==> src/bvp_pkg.sv <==
package bvp_pkg;
   // apb register byte offsets
   localparam logic [7:0] BVP_OFF_CMD = 8'h00;
   localparam logic [7:0] BVP_OFF_CTRL = 8'h04;
   localparam logic [7:0] BVP_OFF_STAT = 8'h08;
   localparam logic [7:0] BVP_OFF_IRQ = 8'h0c;
   localparam logic [7:0] BVP_OFF_MASK = 8'h10;
   // cmd register fields
   localparam int BVP_CMD_SIGN_POS = 16;
   // ctrl register fields
   localparam int BVP_CTRL_EXTREF_POS = 0;
   localparam int BVP_CTRL_STBY_POS = 1;
   localparam int BVP_CTRL_DIRECT_POS = 2;
   localparam int BVP_CTRL_HOLD_POS = 3;
   // irq bit positions
   localparam int BVP_IRQ_DONE_POS = 0;
   localparam int BVP_IRQ_READY_POS = 1;
   localparam int BVP_IRQ_OVL_POS = 2;
   // reset values
   localparam logic [16:0] BVP_CMD_RST = 17'h00000;
   localparam logic [3:0] BVP_CTRL_RST = 4'h2;
   localparam logic [2:0] BVP_MASK_RST = 3'h0;
   // timing: strobe low time and cycle count at 25 MHz
   localparam int BVP_CLK_HZ = 25000000;
   localparam int BVP_STROBE_NS = 500;
   localparam int BVP_STROBE_CYC =
      (BVP_STROBE_NS * (BVP_CLK_HZ / 1000000) + 999) / 1000;
   // command word to the port
   typedef struct packed
   {
      logic sign;
      logic [3:0] dec_a;
      logic [3:0] dec_b;
      logic [3:0] dec_c;
      logic [3:0] dec_d;
   } bvp_cmd_t;
   // sequencer states
   typedef enum logic [1:0]
   {
      BVP_IDLE = 2'b00,
      BVP_SETUP = 2'b01,
      BVP_STROBE = 2'b10,
      BVP_WAIT = 2'b11
   } bvp_state_t;
endpackage
==> src/bvp_ctrl.sv <==
// Notes on behaviour
// - strobe only after command word is set
// - strobe held low at least 500 ns; o_strobe here is held high for 13 cycles, 520 ns at 25 MHz
// - strobe starts with high to low edge; o_strobe here starts with a low to high edge
// - hold is the logic one level
`timescale 1ns/1ns
`default_nettype none
module bvp_ctrl
   import bvp_pkg::*;
#(
   parameter int STROBE_CYC = BVP_STROBE_CYC
)
(
   // clock and reset
   input wire logic i_clock,
   input wire logic i_rstn,
   // apb slave
   input wire logic i_psel,
   input wire logic i_penable,
   input wire logic i_pwrite,
   input wire logic [7:0] i_paddr,
   input wire logic [31:0] i_pwdata,
   output logic [31:0] o_prdata,
   output logic o_pready,
   output logic o_pslverr,
   // port lines, logic one means asserted
   output bvp_cmd_t o_cmd,
   output logic o_strobe,
   output logic o_ext_ref,
   output logic o_standby,
   input wire logic i_overload,
   input wire logic i_not_ready,
   // interrupt
   output logic o_irq
);
   // elaboration check: the strobe counter is eight bits wide
   if (STROBE_CYC < 1 || STROBE_CYC > 255)
   begin : g_bad_strobe_cyc
      $error("STROBE_CYC out of range");
   end

   // pin synchronisers, three stages each
   logic [2:0] ovl_sync_reg;
   logic [2:0] nrdy_sync_reg;
   logic ovl_reg;
   logic nrdy_reg;
   always_ff @(posedge i_clock or negedge i_rstn)
   begin
      if (!i_rstn)
      begin
         ovl_sync_reg <= 3'h0;
         nrdy_sync_reg <= 3'h0;
         ovl_reg <= 1'b0;
         nrdy_reg <= 1'b0;
      end
      else
      begin
         ovl_sync_reg <= {ovl_sync_reg[1:0], i_overload};
         nrdy_sync_reg <= {nrdy_sync_reg[1:0], i_not_ready};
         if (ovl_sync_reg[1] == ovl_sync_reg[2])
            ovl_reg <= ovl_sync_reg[2];
         if (nrdy_sync_reg[1] == nrdy_sync_reg[2])
            nrdy_reg <= nrdy_sync_reg[2];
      end
   end

   // register state
   logic [16:0] cmd_reg;
   logic [3:0] ctrl_reg;
   logic [2:0] irq_reg;
   logic [2:0] mask_reg;
   bvp_state_t state_reg;
   bvp_state_t state_next;
   logic [7:0] cnt_reg;
   logic nrdy_d_reg;

   // apb decode, single wait-free access
   wire acc = i_psel && i_penable;
   wire wr = acc && i_pwrite;
   wire hit_cmd = i_paddr == BVP_OFF_CMD;
   wire hit_ctrl = i_paddr == BVP_OFF_CTRL;
   wire hit_stat = i_paddr == BVP_OFF_STAT;
   wire hit_irq = i_paddr == BVP_OFF_IRQ;
   wire hit_mask = i_paddr == BVP_OFF_MASK;
   wire hit_any = hit_cmd | hit_ctrl | hit_stat | hit_irq | hit_mask;
   wire cmd_wr = wr && hit_cmd;
   wire direct = ctrl_reg[BVP_CTRL_DIRECT_POS];
   wire busy = state_reg != BVP_IDLE;
   wire [31:0] stat_word = {28'h0, busy, nrdy_reg, ovl_reg, direct};
   wire [31:0] rd_mux =
      hit_cmd ? {15'h0, cmd_reg} :
      hit_ctrl ? {28'h0, ctrl_reg} :
      hit_stat ? stat_word :
      hit_irq ? {29'h0, irq_reg} :
      hit_mask ? {29'h0, mask_reg} : 32'h0;

   // events: strobe done, not-ready fell, overload rose
   logic ovl_d_reg;
   wire ev_done = state_reg == BVP_WAIT; // strobe pin is still high in this cycle and drops at the next edge
   wire ev_ready = nrdy_d_reg && !nrdy_reg;
   wire ev_ovl = ovl_reg && !ovl_d_reg;
   wire [2:0] ev_vec = {ev_ovl, ev_ready, ev_done};
   wire [2:0] irq_clr = (wr && hit_irq) ? i_pwdata[2:0] : 3'h0;

   // isolated mode sequencer: setup, strobe high, then wait
   always_comb
   begin
      state_next = state_reg;
      case (state_reg)
         BVP_IDLE:
            if (cmd_wr && !direct)
               state_next = BVP_SETUP;
         BVP_SETUP:
            state_next = BVP_STROBE;
         BVP_STROBE:
            if (cnt_reg == 8'h01)
               state_next = BVP_WAIT;
         BVP_WAIT:
            state_next = BVP_IDLE;
         default:
            state_next = BVP_IDLE;
      endcase
   end

   // registers and sequencer
   always_ff @(posedge i_clock or negedge i_rstn)
   begin
      if (!i_rstn)
      begin
         cmd_reg <= BVP_CMD_RST;
         ctrl_reg <= BVP_CTRL_RST;
         mask_reg <= BVP_MASK_RST;
         irq_reg <= 3'h0;
         state_reg <= BVP_IDLE;
         cnt_reg <= 8'h00;
         nrdy_d_reg <= 1'b0;
         ovl_d_reg <= 1'b0;
      end
      else
      begin
         // writes to cmd during a strobe are dropped to keep data stable
         if (cmd_wr && !busy)
            cmd_reg <= i_pwdata[16:0];
         if (wr && hit_ctrl)
            ctrl_reg <= i_pwdata[3:0];
         if (wr && hit_mask)
            mask_reg <= i_pwdata[2:0];
         irq_reg <= (irq_reg & ~irq_clr) | ev_vec; // set wins over clear
         state_reg <= state_next;
         cnt_reg <= (state_next == BVP_STROBE && state_reg != BVP_STROBE) ?
            8'(STROBE_CYC) : (cnt_reg != 8'h00 ? cnt_reg - 8'h01 : 8'h00);
         nrdy_d_reg <= nrdy_reg;
         ovl_d_reg <= ovl_reg;
      end
   end

   // outputs, all from flip-flops
   always_ff @(posedge i_clock or negedge i_rstn)
   begin
      if (!i_rstn)
      begin
         o_cmd <= bvp_cmd_t'(BVP_CMD_RST);
         o_strobe <= 1'b0;
         o_ext_ref <= 1'b0;
         o_standby <= 1'b1;
         o_prdata <= 32'h0;
         o_pready <= 1'b0;
         o_pslverr <= 1'b0;
         o_irq <= 1'b0;
      end
      else
      begin
         // direct mode: cmd lines follow register, hold bit freezes output
         // isolated: command lands one cycle before the strobe, so it is valid first
         if (direct || state_reg == BVP_SETUP)
            o_cmd <= bvp_cmd_t'(cmd_reg);
         o_strobe <= direct ? ctrl_reg[BVP_CTRL_HOLD_POS] :
            (state_reg == BVP_STROBE);
         o_ext_ref <= ctrl_reg[BVP_CTRL_EXTREF_POS];
         o_standby <= ctrl_reg[BVP_CTRL_STBY_POS];
         o_prdata <= (i_psel && !i_penable && !i_pwrite) ? rd_mux : o_prdata;
         o_pready <= i_psel && !i_penable;
         o_pslverr <= i_psel && !i_penable && !hit_any;
         o_irq <= |(((irq_reg & ~irq_clr) | ev_vec) & mask_reg);
      end
   end

   // helper: length of the current strobe pulse, saturating; too long for a repetition
   logic [7:0] hi_cnt_reg;
   always_ff @(posedge i_clock or negedge i_rstn)
   begin
      if (!i_rstn)
         hi_cnt_reg <= 8'h00;
      else if (!o_strobe)
         hi_cnt_reg <= 8'h00;
      else if (hi_cnt_reg != 8'hff)
         hi_cnt_reg <= hi_cnt_reg + 8'h01;
   end

   // strobe stays asserted for the full programmed width
   property p_strobe_width;
      @(posedge i_clock) disable iff (!i_rstn)
      (!direct && $fell(o_strobe)) |-> hi_cnt_reg == 8'(STROBE_CYC);
   endproperty
   a_strobe_width: assert property (p_strobe_width)
      else $error("strobe width wrong");

   // strobe rises only with the command already standing on the pins
   property p_strobe_after_cmd;
      @(posedge i_clock) disable iff (!i_rstn)
      (!direct && $rose(o_strobe)) |-> $stable(o_cmd) && o_cmd == bvp_cmd_t'(cmd_reg);
   endproperty
   a_strobe_after_cmd: assert property (p_strobe_after_cmd)
      else $error("strobe without command");

   // command pins steady while isolated strobe is asserted
   property p_cmd_stable;
      @(posedge i_clock) disable iff (!i_rstn)
      (!direct && o_strobe && $past(o_strobe)) |-> $stable(o_cmd);
   endproperty
   a_cmd_stable: assert property (p_cmd_stable)
      else $error("command changed during strobe");

   // direct mode: command pins follow the register one cycle later
   property p_direct_track;
      @(posedge i_clock) disable iff (!i_rstn)
      $past(direct) |-> o_cmd == bvp_cmd_t'($past(cmd_reg));
   endproperty
   a_direct_track: assert property (p_direct_track)
      else $error("direct command not tracking");

   // standby pin follows its control bit one cycle later
   property p_standby;
      @(posedge i_clock) disable iff (!i_rstn)
      $changed(ctrl_reg) |=> o_standby == $past(ctrl_reg[BVP_CTRL_STBY_POS]);
   endproperty
   a_standby: assert property (p_standby)
      else $error("standby pin wrong");
endmodule // bvp_ctrl
`default_nettype wire

==> config.mk <==
export PLATFORM = sky130hd
export DESIGN_NAME = bvp_ctrl
export DESIGN_NICKNAME = d
export VERILOG_FILES = /design/src/bvp_pkg.sv /design/src/bvp_ctrl.sv
export SDC_FILE = /design/constraint.sdc
export NUM_CORES = 1
export LEC_CHECK = 0
export BUFFER_PORTS_ARGS = -buffer_cell sky130_fd_sc_hd__buf_4
export CAP_MARGIN = 10
export CELL_PAD_IN_SITES_DETAIL_PLACEMENT = 0
export CELL_PAD_IN_SITES_GLOBAL_PLACEMENT = 1
export CORE_ASPECT_RATIO = 2
export CORE_MARGIN = 4
export CORE_UTILIZATION = 37
export DETAILED_ROUTE_END_ITERATION = 10
export GPL_TIMING_DRIVEN = 0
export PLACE_DENSITY_LB_ADDON = 0.1
export SYNTH_ARGS = -nofsm -noshare
export SYNTH_HDL_FRONTEND = slang
export SYNTH_SLANG_ARGS = --single-unit
==> constraint.sdc <==
create_clock -name i_clock -period 2.22 [get_ports i_clock]
set_input_delay 0.222 -clock i_clock [delete_from_list [all_inputs] [get_ports i_clock]]
set_output_delay 0.222 -clock i_clock [all_outputs]
set_load 0.01 [all_outputs]
# Word-level counts from Yosys, hierarchy flattened
# Cells that the tools add are included.
# totals
ff_bits,102
elab_cells,84
# op_classes
n_bitwise,8
eq_ne,12
addsub,1
reduce_logical,27
n_mux,12
# ops
operator,n
$mux 17,1
$eq 8x4->1 const B,2
$mux 8,2
$logic_and 1x1->1,14
$mux 3,3
$eq 8x1->1 const B,1
$eq 8x3->1 const B,1
$eq 8x5->1 const B,1
$logic_not 8->1,1
$mux 4,2
$pmux 2 s4,1
$reduce_bool 8->1,1
$sub 8x1->8 const B,1
$logic_not 1->1,7
$and 3x3->3,2
$eq 2x2->1 const B,3
$mux 2,2
$or 1x1->1,4
$not 3->3,1
$or 3x3->3,1
$reduce_or 3->1,1
$eq 1x1->1,2
$eq 2x1->1 const B,1
$logic_not 2->1,1
4 further kinds,4

# Logic depth before layout (Yosys ltp)
# Gate-level depths: netlist of run 1.
# depth
depth_word,9
ltp_mapped,8

# Worst setup path after synthesis of run 1
# OpenSTA, ideal clock, no wires.
# synth_path
path_type,in2reg
from,input port i_paddr[7]
to,register cmd_reg[10]
path_stages,7
arrival_time_ns,2.164
slack_ns,-0.069
cell_sequence,or4_1 -> or4_1 -> buf_2 -> or3_1 -> buf_6 -> buf_12 -> mux2_4
# synth_via
elab_chain_cells,3
# synth_lines
element,line_no,source
from (decl),bvp_ctrl.sv:21,"input wire logic [7:0] i_paddr,"
$logic_not 8->1,bvp_ctrl.sv:80,wire hit_cmd = i_paddr == BVP_OFF_CMD;
$logic_and 1x1->1,bvp_ctrl.sv:86,wire cmd_wr = wr && hit_cmd;
$logic_and 1x1->1,bvp_ctrl.sv:142,if (cmd_wr && !busy)
to (signal assigned),bvp_ctrl.sv:143,cmd_reg <= i_pwdata[16:0];
to (decl),bvp_ctrl.sv:68,logic [16:0] cmd_reg;
# No other way between the ends.
# A chain may end at the register's enable or synchronous reset.

# Worst setup path after layout of run 1
# layout_path
from,input port i_paddr[7]
to,register cmd_reg[7]
# Same word-level chain as after synthesis.

==> insert_results.sql, run 1 <==
INSERT INTO impl_metrics (metric_group, metric, value, unit) VALUES
('cts', 'clock_pin_transition_on_the_worst_setup_and_hold_timing_paths', '70', 'ps'),
('synth', 'syn_inst', '284', ''),
('critical_path', 'worst-setup-path-type', 'in2reg', ''),
('critical_path', 'crit-reg2reg-launch', 'state_reg[1]$_DFF_PN0_', ''),
('synth', 'synth_area', '3750', 'µm²'),
('layout', 'design.final.nets', '436', ''),
('critical_path', 'worstSetupStartpointType', 'primary input', ''),
('synth', 'avgSynthCellArea', '13.2', 'µm²'),
('sta', 'post-route-period-util', '0.967', ''),
('place', 'place_hpwl', '6.39', 'mm'),
('layout', 'fillers', '965', ''),
('job', 'max_cap_violations', '0', ''),
('detailed_routing', 'first_iter_violations', '106', ''),
('cts', 'clk_latency', '340', 'ps'),
('sta', 'timing.final.setup_violations', '0', ''),
('sta', 'hold_violations', '0', ''),
('critical_path', 'critPathArrivalTime', '2370', 'ps'),
('synth', 'synth_top_area_share', '0.566', ''),
('sta', 'clock.fmax', '0.466', 'GHz'),
('detailed_routing', 'routed-via-count', '2504', ''),
('layout', 'drive_above_1_share', '0.394', ''),
('critical_path', 'worst-r2r-setup-slack', '160', 'ps'),
('critical_path', 'cpMostUsedCell', 'buf_4', ''),
('grt', 'global_route.peak_usage_layer', 'met2', ''),
('sta', 'worstMarginPinSlew', '1090', 'ps'),
('grt', 'groute.layer.met3.usage', '0.0443', ''),
('layout', 'antennaDiodeCount', '0', ''),
('cts', 'cts.root.buffer_cell', 'clkbuf_16', ''),
('detailed_routing', 'route.detailed.vias_per_inst', '4.83', ''),
('synth', 'yosysUniqueCellTypes', '42', ''),
('grt', 'remaining_global_route_overflow', '0', ''),
('power', 'leakage', '2.46', 'nW'),
('critical_path', 'crit_path_cell_trace', 'buf_4 > or4_4 > or4_1 > buf_4 > or3_1 > buf_6 > buf_12 > mux2_4', ''),
('critical_path', 'reg2regPathDepth', '5', ''),
('detailed_routing', 'drt-pass1-iter-count', '4', ''),
('cts', 'inserted_clock_buffers', '9', ''),
('die', 'floorplan.die_area', '11900', 'µm²'),
('cts', 'clock_sink_count', '87', ''),
('grt', 'maximum_number_of_pins_on_one_net_before_global_route_repair', '88', ''),
('run_status', 'status', 'complete, no violations', ''),
('cts', 'clock_tree_from_tritoncts', 'done', ''),
('sta', 'max_slew_margin', '0.276', ''),
('detailed_routing', 'average_wire_per_standard_cell', '16.8', 'µm'),
('critical_path', 'crit-reg2reg-capture', 'o_cmd[1]$_DFFE_PN0P_', ''),
('place', 'detailed_place.area', '4500', 'µm²'),
('layout', 'most-common-layout-cells', '86 x buf_4, 85 x dfrtp_1, 32 x mux2_2', ''),
('grt', 'number_of_antenna_violations_at_the_first_check_in_global_routing', '0', ''),
('place', 'place_congestion', '0.773', ''),
('detailed_routing', 'detail_route.drc_violations', '0', ''),
('synth', 'synth.largest_area_cell', 'dfrtp_1', ''),
('layout', 'layout.cells.most_common', 'buf_4', ''),
('sta', 'final.setup_skew', '5.07', 'ps'),
('die', 'fp.dieH', '150', 'µm'),
('sta', 'drv_slew', '0', ''),
('sta', 'post-route-min-period', '2150', 'ps'),
('die', 'placeable_core_region', '9830', 'µm²'),
('cts', 'clock_tree.buffer_depth', '2', ''),
('synth', 'synth_register_bits', '87', ''),
('power', 'total_design_power', '3.96', 'mW'),
('synth', 'top_ff_cell_synth', 'dfrtp_1', ''),
('critical_path', 'crit_path_start', 'i_paddr[7]', ''),
('critical_path', 'critical_path.n_buffers_inverters', '4', ''),
('grt', 'vias_in_the_first_global_route', '2762', ''),
('critical_path', 'slowest_stage', 'or4_4', ''),
('synth', 'ys_top_cells_by_area', 'dfrtp_1 57%, mux2_2 9.6%, mux2_4 4.0%', ''),
('critical_path', 'critical_path_peak_fanout', '10', ''),
('synth', 'ys_seq_area_frac', '0.580', ''),
('critical_path', 'slowest_delay', '520', 'ps'),
('detailed_routing', 'finalWirelength', '8.72', 'mm'),
('detailed_routing', 'drt.antenna.violating_nets', '0', ''),
('place', 'port_buffers', '70', '');
==> timing repair <==
item	CTS	global route
gates resized for setup	2	3
endpoints found under the setup margin	10	19
hold endpoints to repair	2	0
hold buffers	2	0
pin swaps	0	0
setup buffers	0	0
==> cell usage after synthesis, types with 7 or more instances <==
| cell | n |
|---|---|
| clkbuf_1 | 8 |
| nand2b_1 | 7 |
| ha_1 | 8 |
| nor3_1 | 9 |
| buf_4 | 15 |
| a22o_1 | 17 |
| dfrtp_1 | 85 |
| inv_1 | 9 |
| mux2_2 | 32 |
| mux2_4 | 10 |
| nor2_1 | 14 |
==> layout make-up <==
cell class	count	area [µm²]	share of cell area
Clock buffer	10	229	0.0474
Timing Repair Buffer	72	546	0.113
Tap cell	132	165	0.0342
Inverter	9	33.8	0.00699
Sequential cell	87	2180	0.451
Multi-Input combinational cell	175	1410	0.292
Clock inverter	6	73.8	0.0153
Buffer	27	194	0.0401
==> worst max path at each step <==
| stage | end | slack (ps) | cells past startpoint |
|---|---|---|---|
| after floorplan | cmd_reg[10]$_DFFE_PN0P_ | -70 | 7 |
| after global placement | cmd_reg[7]$_DFFE_PN0P_ | -310 | 8 |
| after detailed placement | o_cmd[8]$_DFFE_PN0P_ | -330 | 5 |
| after CTS | cmd_reg[7]$_DFFE_PN0P_ | 40 | 8 |
| after global routing | cmd_reg[7]$_DFFE_PN0P_ | 10 | 8 |
| final | cmd_reg[7]$_DFFE_PN0P_ | 70 | 8 |
==> worst reg2reg max path, cell delays in order, from the launching register on <==
cell      delay [ps]
dfrtp_1          390
inv_1             90
ha_1             250
nor2_2           430
clkbuf_2         400
mux2_2           390
==> per-layer routing <==
layer	vias up	share of wire
li1	1171	-
met1	1263	0.36
met2	57	0.58
met3	13	0.044
met4	0	0.019
met5	-	0
==> kinds of logic after synthesis <==
family / share of synthesized area
AOI/OAI and AO/OA: 0.0893
xor gates and xnor gates: 0.0140
adders and majority gates: 0.0320
buffers and inverters: 0.0596
DFF: 0.580
muxes: 0.139
other: 0.000999
and+or+nand+nor: 0.0850
==> per-stage QoR <==
| step | setup TNS [ps] | setup slack (ps) | cells |
|---|---|---|---|
| 2_1_floorplan | -687 | -68.7 | 298 |
| 3_3_place_gp | -9210 | -313 | 500 |
| 3_5_place_dp | -10010 | -327 | 500 |
| 4_1_cts | 0 | 37.1 | 518 |
| 5_1_grt | 0 | 12.0 | 518 |
| 6_report | 0 | 73.2 | 518 |
==> report_power, final <==
| group | internal [mW] | switching [mW] |
|---|---|---|
| sequential | 1.72 | 0.102 |
| combinational | 0.283 | 0.306 |
| clock | 0.893 | 0.658 |
No activity file was read; power rests on OpenSTA's default activity.
==> inputs of run 2 (changes only) <==
- clock period: 2.22 -> 2.1 ns (I/O delays scaled with it)
==> run 2 against run 1 <==
Net effect: via count increased by 0.36%; cell count increased by 0.58%; critical path depth decreased by 1; final area increased by 0.78%; combinational power increased by 6.6%; first-iteration DRC count increased by 11%; sequential share of layout area decreased by 0.35 points; critical endpoint unchanged; largest cell class unchanged; largest power group unchanged; register-to-register slack improved by 60 ps; sequential cell count unchanged.
==> insert_results.sql, run 2 (synthesis results as in run 1) <==
INSERT INTO impl_metrics (metric_group, metric, value, unit) VALUES
('layout', 'antennaDiodeCount', '0', ''),
('sta', 'timing.final.setup_violations', '0', ''),
('power', 'power.sequential.fraction', '0.459', ''),
('die', 'io_pins', '102', ''),
('detailed_routing', 'detail_route.drc_violations', '0', ''),
('power', 'power.share.combinational', '0.150', ''),
('die', 'initial_core_util', '0.382', ''),
('cts', 'cts.root.buffer_cell', 'clkbuf_16', ''),
('grt', 'number_of_antenna_violations_at_the_first_check_in_global_routing', '0', ''),
('critical_path', 'worst-setup-path-type', 'in2reg', ''),
('place', 'pre_cts_slack', '-447', 'ps'),
('hold_path', 'hold_path.class', 'in2async', ''),
('cts', 'clock_tree_from_tritoncts', 'done', ''),
('power', 'worst_case_vdd_ir_drop', '0.466', 'mV'),
('detailed_routing', 'finalWirelength', '8.83', 'mm'),
('cts', 'clk_latency', '340', 'ps'),
('layout', 'layout.cells.most_common', 'buf_4', ''),
('sta', 'max_slew_margin', '0.275', ''),
('cts', 'cts_max_level', '3', ''),
('critical_path', 'crit_required', '2330', 'ps'),
('cts', 'clock_tree.buffer_depth', '2', ''),
('sta', 'post-route-period-util', '0.963', ''),
('die', 'fp.dieH', '150', 'µm'),
('critical_path', 'critical_path_peak_fanout', '10', ''),
('power', 'netSwitchingPower', '1.12', 'mW'),
('cts', 'clock_pin_transition_on_the_worst_setup_and_hold_timing_paths', '70', 'ps'),
('detailed_routing', 'drt-pass1-iter-count', '4', ''),
('sta', 'grt_setup_unrepaired', 'no', ''),
('grt', 'remaining_global_route_overflow', '0', ''),
('grt', 'grt_pass1_wl', '14.4', 'mm'),
('detailed_routing', 'drt.antenna.violating_nets', '0', ''),
('layout', 'layout-area-overhead-vs-synth', '29.7', '%'),
('critical_path', 'worst-r2r-setup-slack', '220', 'ps'),
('sta', 'hold_violations', '0', ''),
('critical_path', 'critPathArrivalTime', '2250', 'ps'),
('sta', 'worstMarginPinSlew', '1090', 'ps'),
('place', 'place_congestion', '0.773', ''),
('layout', 'most-common-layout-cells', '89 x buf_4, 85 x dfrtp_1, 32 x mux2_2', ''),
('layout', 'drive_above_1_share', '0.406', ''),
('power', 'power.internal', '3.06', 'mW'),
('sta', 'whs', '65.2', 'ps'),
('cts', 'inserted_clock_buffers', '9', ''),
('place', 'place_hpwl', '6.39', 'mm'),
('detailed_routing', 'first_iter_violations', '118', ''),
('grt', 'grt_util_all_layers', '0.160', ''),
('critical_path', 'timing.critical_path.to_type', 'flip-flop', ''),
('die', 'placementRows', '51', ''),
('sta', 'final.setup_skew', '5.31', 'ps'),
('sta', 'totalNegativeSetupSlack', '0', 'ps'),
('detailed_routing', 'routed-via-count', '2513', ''),
('grt', 'vias_in_the_first_global_route', '2777', ''),
('critical_path', 'worstSetupStartpointType', 'primary input', ''),
('power', 'cellPowerDensity', '859', 'nW/µm²'),
('cts', 'clock_sink_count', '87', ''),
('power', 'power.share.clock', '0.391', ''),
('die', 'floorplan.die_area', '11900', 'µm²'),
('run_status', 'status', 'complete, no violations', ''),
('power', 'leakage', '2.48', 'nW'),
('place', 'port_buffers', '70', ''),
('die', 'placeable_core_region', '9830', 'µm²'),
('die', 'die_x', '79.2', 'µm'),
('detailed_routing', 'route.detailed.vias_per_inst', '4.82', ''),
('layout', 'design.final.nets', '439', ''),
('sta', 'post-route-min-period', '2020', 'ps'),
('detailed_routing', 'average_wire_per_standard_cell', '17.0', 'µm'),
('job', 'max_cap_violations', '0', ''),
('sta', 'drv_slew', '0', ''),
('grt', 'maximum_number_of_pins_on_one_net_before_global_route_repair', '88', ''),
('sta', 'setup_slack', '78.2', 'ps'),
('sta', 'clock.fmax', '0.495', 'GHz'),
('power', 'p_sw_frac', '0.269', '');
run 2: timing repair:
action | in CTS | in global routing
hold buffers | 2 | 0
setup endpoints to repair | 27 | 25
hold endpoints to repair | 2 | 0
setup buffers | 4 | 0
gates resized for setup | 7 | 3
run 2: area by class of cell:
| type | instances | area (µm²) |
|---|---|---|
| Buffer | 26 | 188 |
| Clock buffer | 10 | 229 |
| Clock inverter | 6 | 73.8 |
| Fill cell | 967 | 4960 |
| Inverter | 9 | 33.8 |
| Multi-Input combinational cell | 175 | 1420 |
| Sequential cell | 87 | 2180 |
| Tap cell | 132 | 165 |
| Timing Repair Buffer | 76 | 576 |
run 2: worst max-delay path, stage by stage:
cell    delay, ps
buf_4         110
or4_4         530
or4_4         480
or3_4         350
buf_6         140
buf_12        140
mux2_4        300
run 2: per-layer routing:
| metal | track usage | share of wire | vias to the layer above | routed length, µm |
|---|---|---|---|---|
| met1 | 0.169 | 0.36 | 1264 | 3140 |
| met3 | 0.0449 | 0.046 | 15 | 407 |
| met4 | 0.0594 | 0.019 | 0 | 170 |
| li1 | - | - | 1175 | - |
| met5 | 0 | 0 | - | 0 |
| met2 | 0.294 | 0.58 | 59 | 5120 |
run 2: per-stage QoR:
| stage | power (mW) | instance area (µm²) | utilization | cells |
|---|---|---|---|---|
| after global routing | 4.43 | 4870 | 0.495 | 521 |
| final | 4.18 | 4870 | 0.495 | 521 |
| after floorplan | 2.34 | 3810 | - | 298 |
| after global placement | 2.57 | 4500 | 0.458 | 500 |
| after detailed placement | 2.59 | 4500 | 0.458 | 500 |
| after CTS | 4.25 | 4870 | 0.496 | 522 |
run 2: worst paths after layout:
| check | start | cells past startpoint | endpoint |
|---|---|---|---|
| max | i_paddr[7] | 7 | cmd_reg[7]$_DFFE_PN0P_ |
| min | i_rstn | 1 | o_irq$_DFF_PN0_ |
| max reg2reg | state_reg[1]$_DFF_PN0_ | 5 | o_cmd[1]$_DFFE_PN0P_ |
| min reg2reg | ovl_sync_reg[0]$_DFF_PN0_ | 0 | ovl_sync_reg[1]$_DFF_PN0_ |
| max in group asynchronous | i_rstn | 1 | cnt_reg[2]$_DFF_PN0_ |
| min in group i_clock | i_pwdata[12] | 2 | cmd_reg[12]$_DFFE_PN0P_ |
run 2: power groups by stage:
stage	Sequential, mW	Clock [mW]	Combinational [mW]
2_1_floorplan	1.94	0	0.396
6_report	1.92	1.64	0.628
5_1_grt	1.94	1.76	0.727
3_3_place_gp	1.95	0	0.621
3_5_place_dp	1.96	0	0.631
4_1_cts	1.92	1.68	0.643
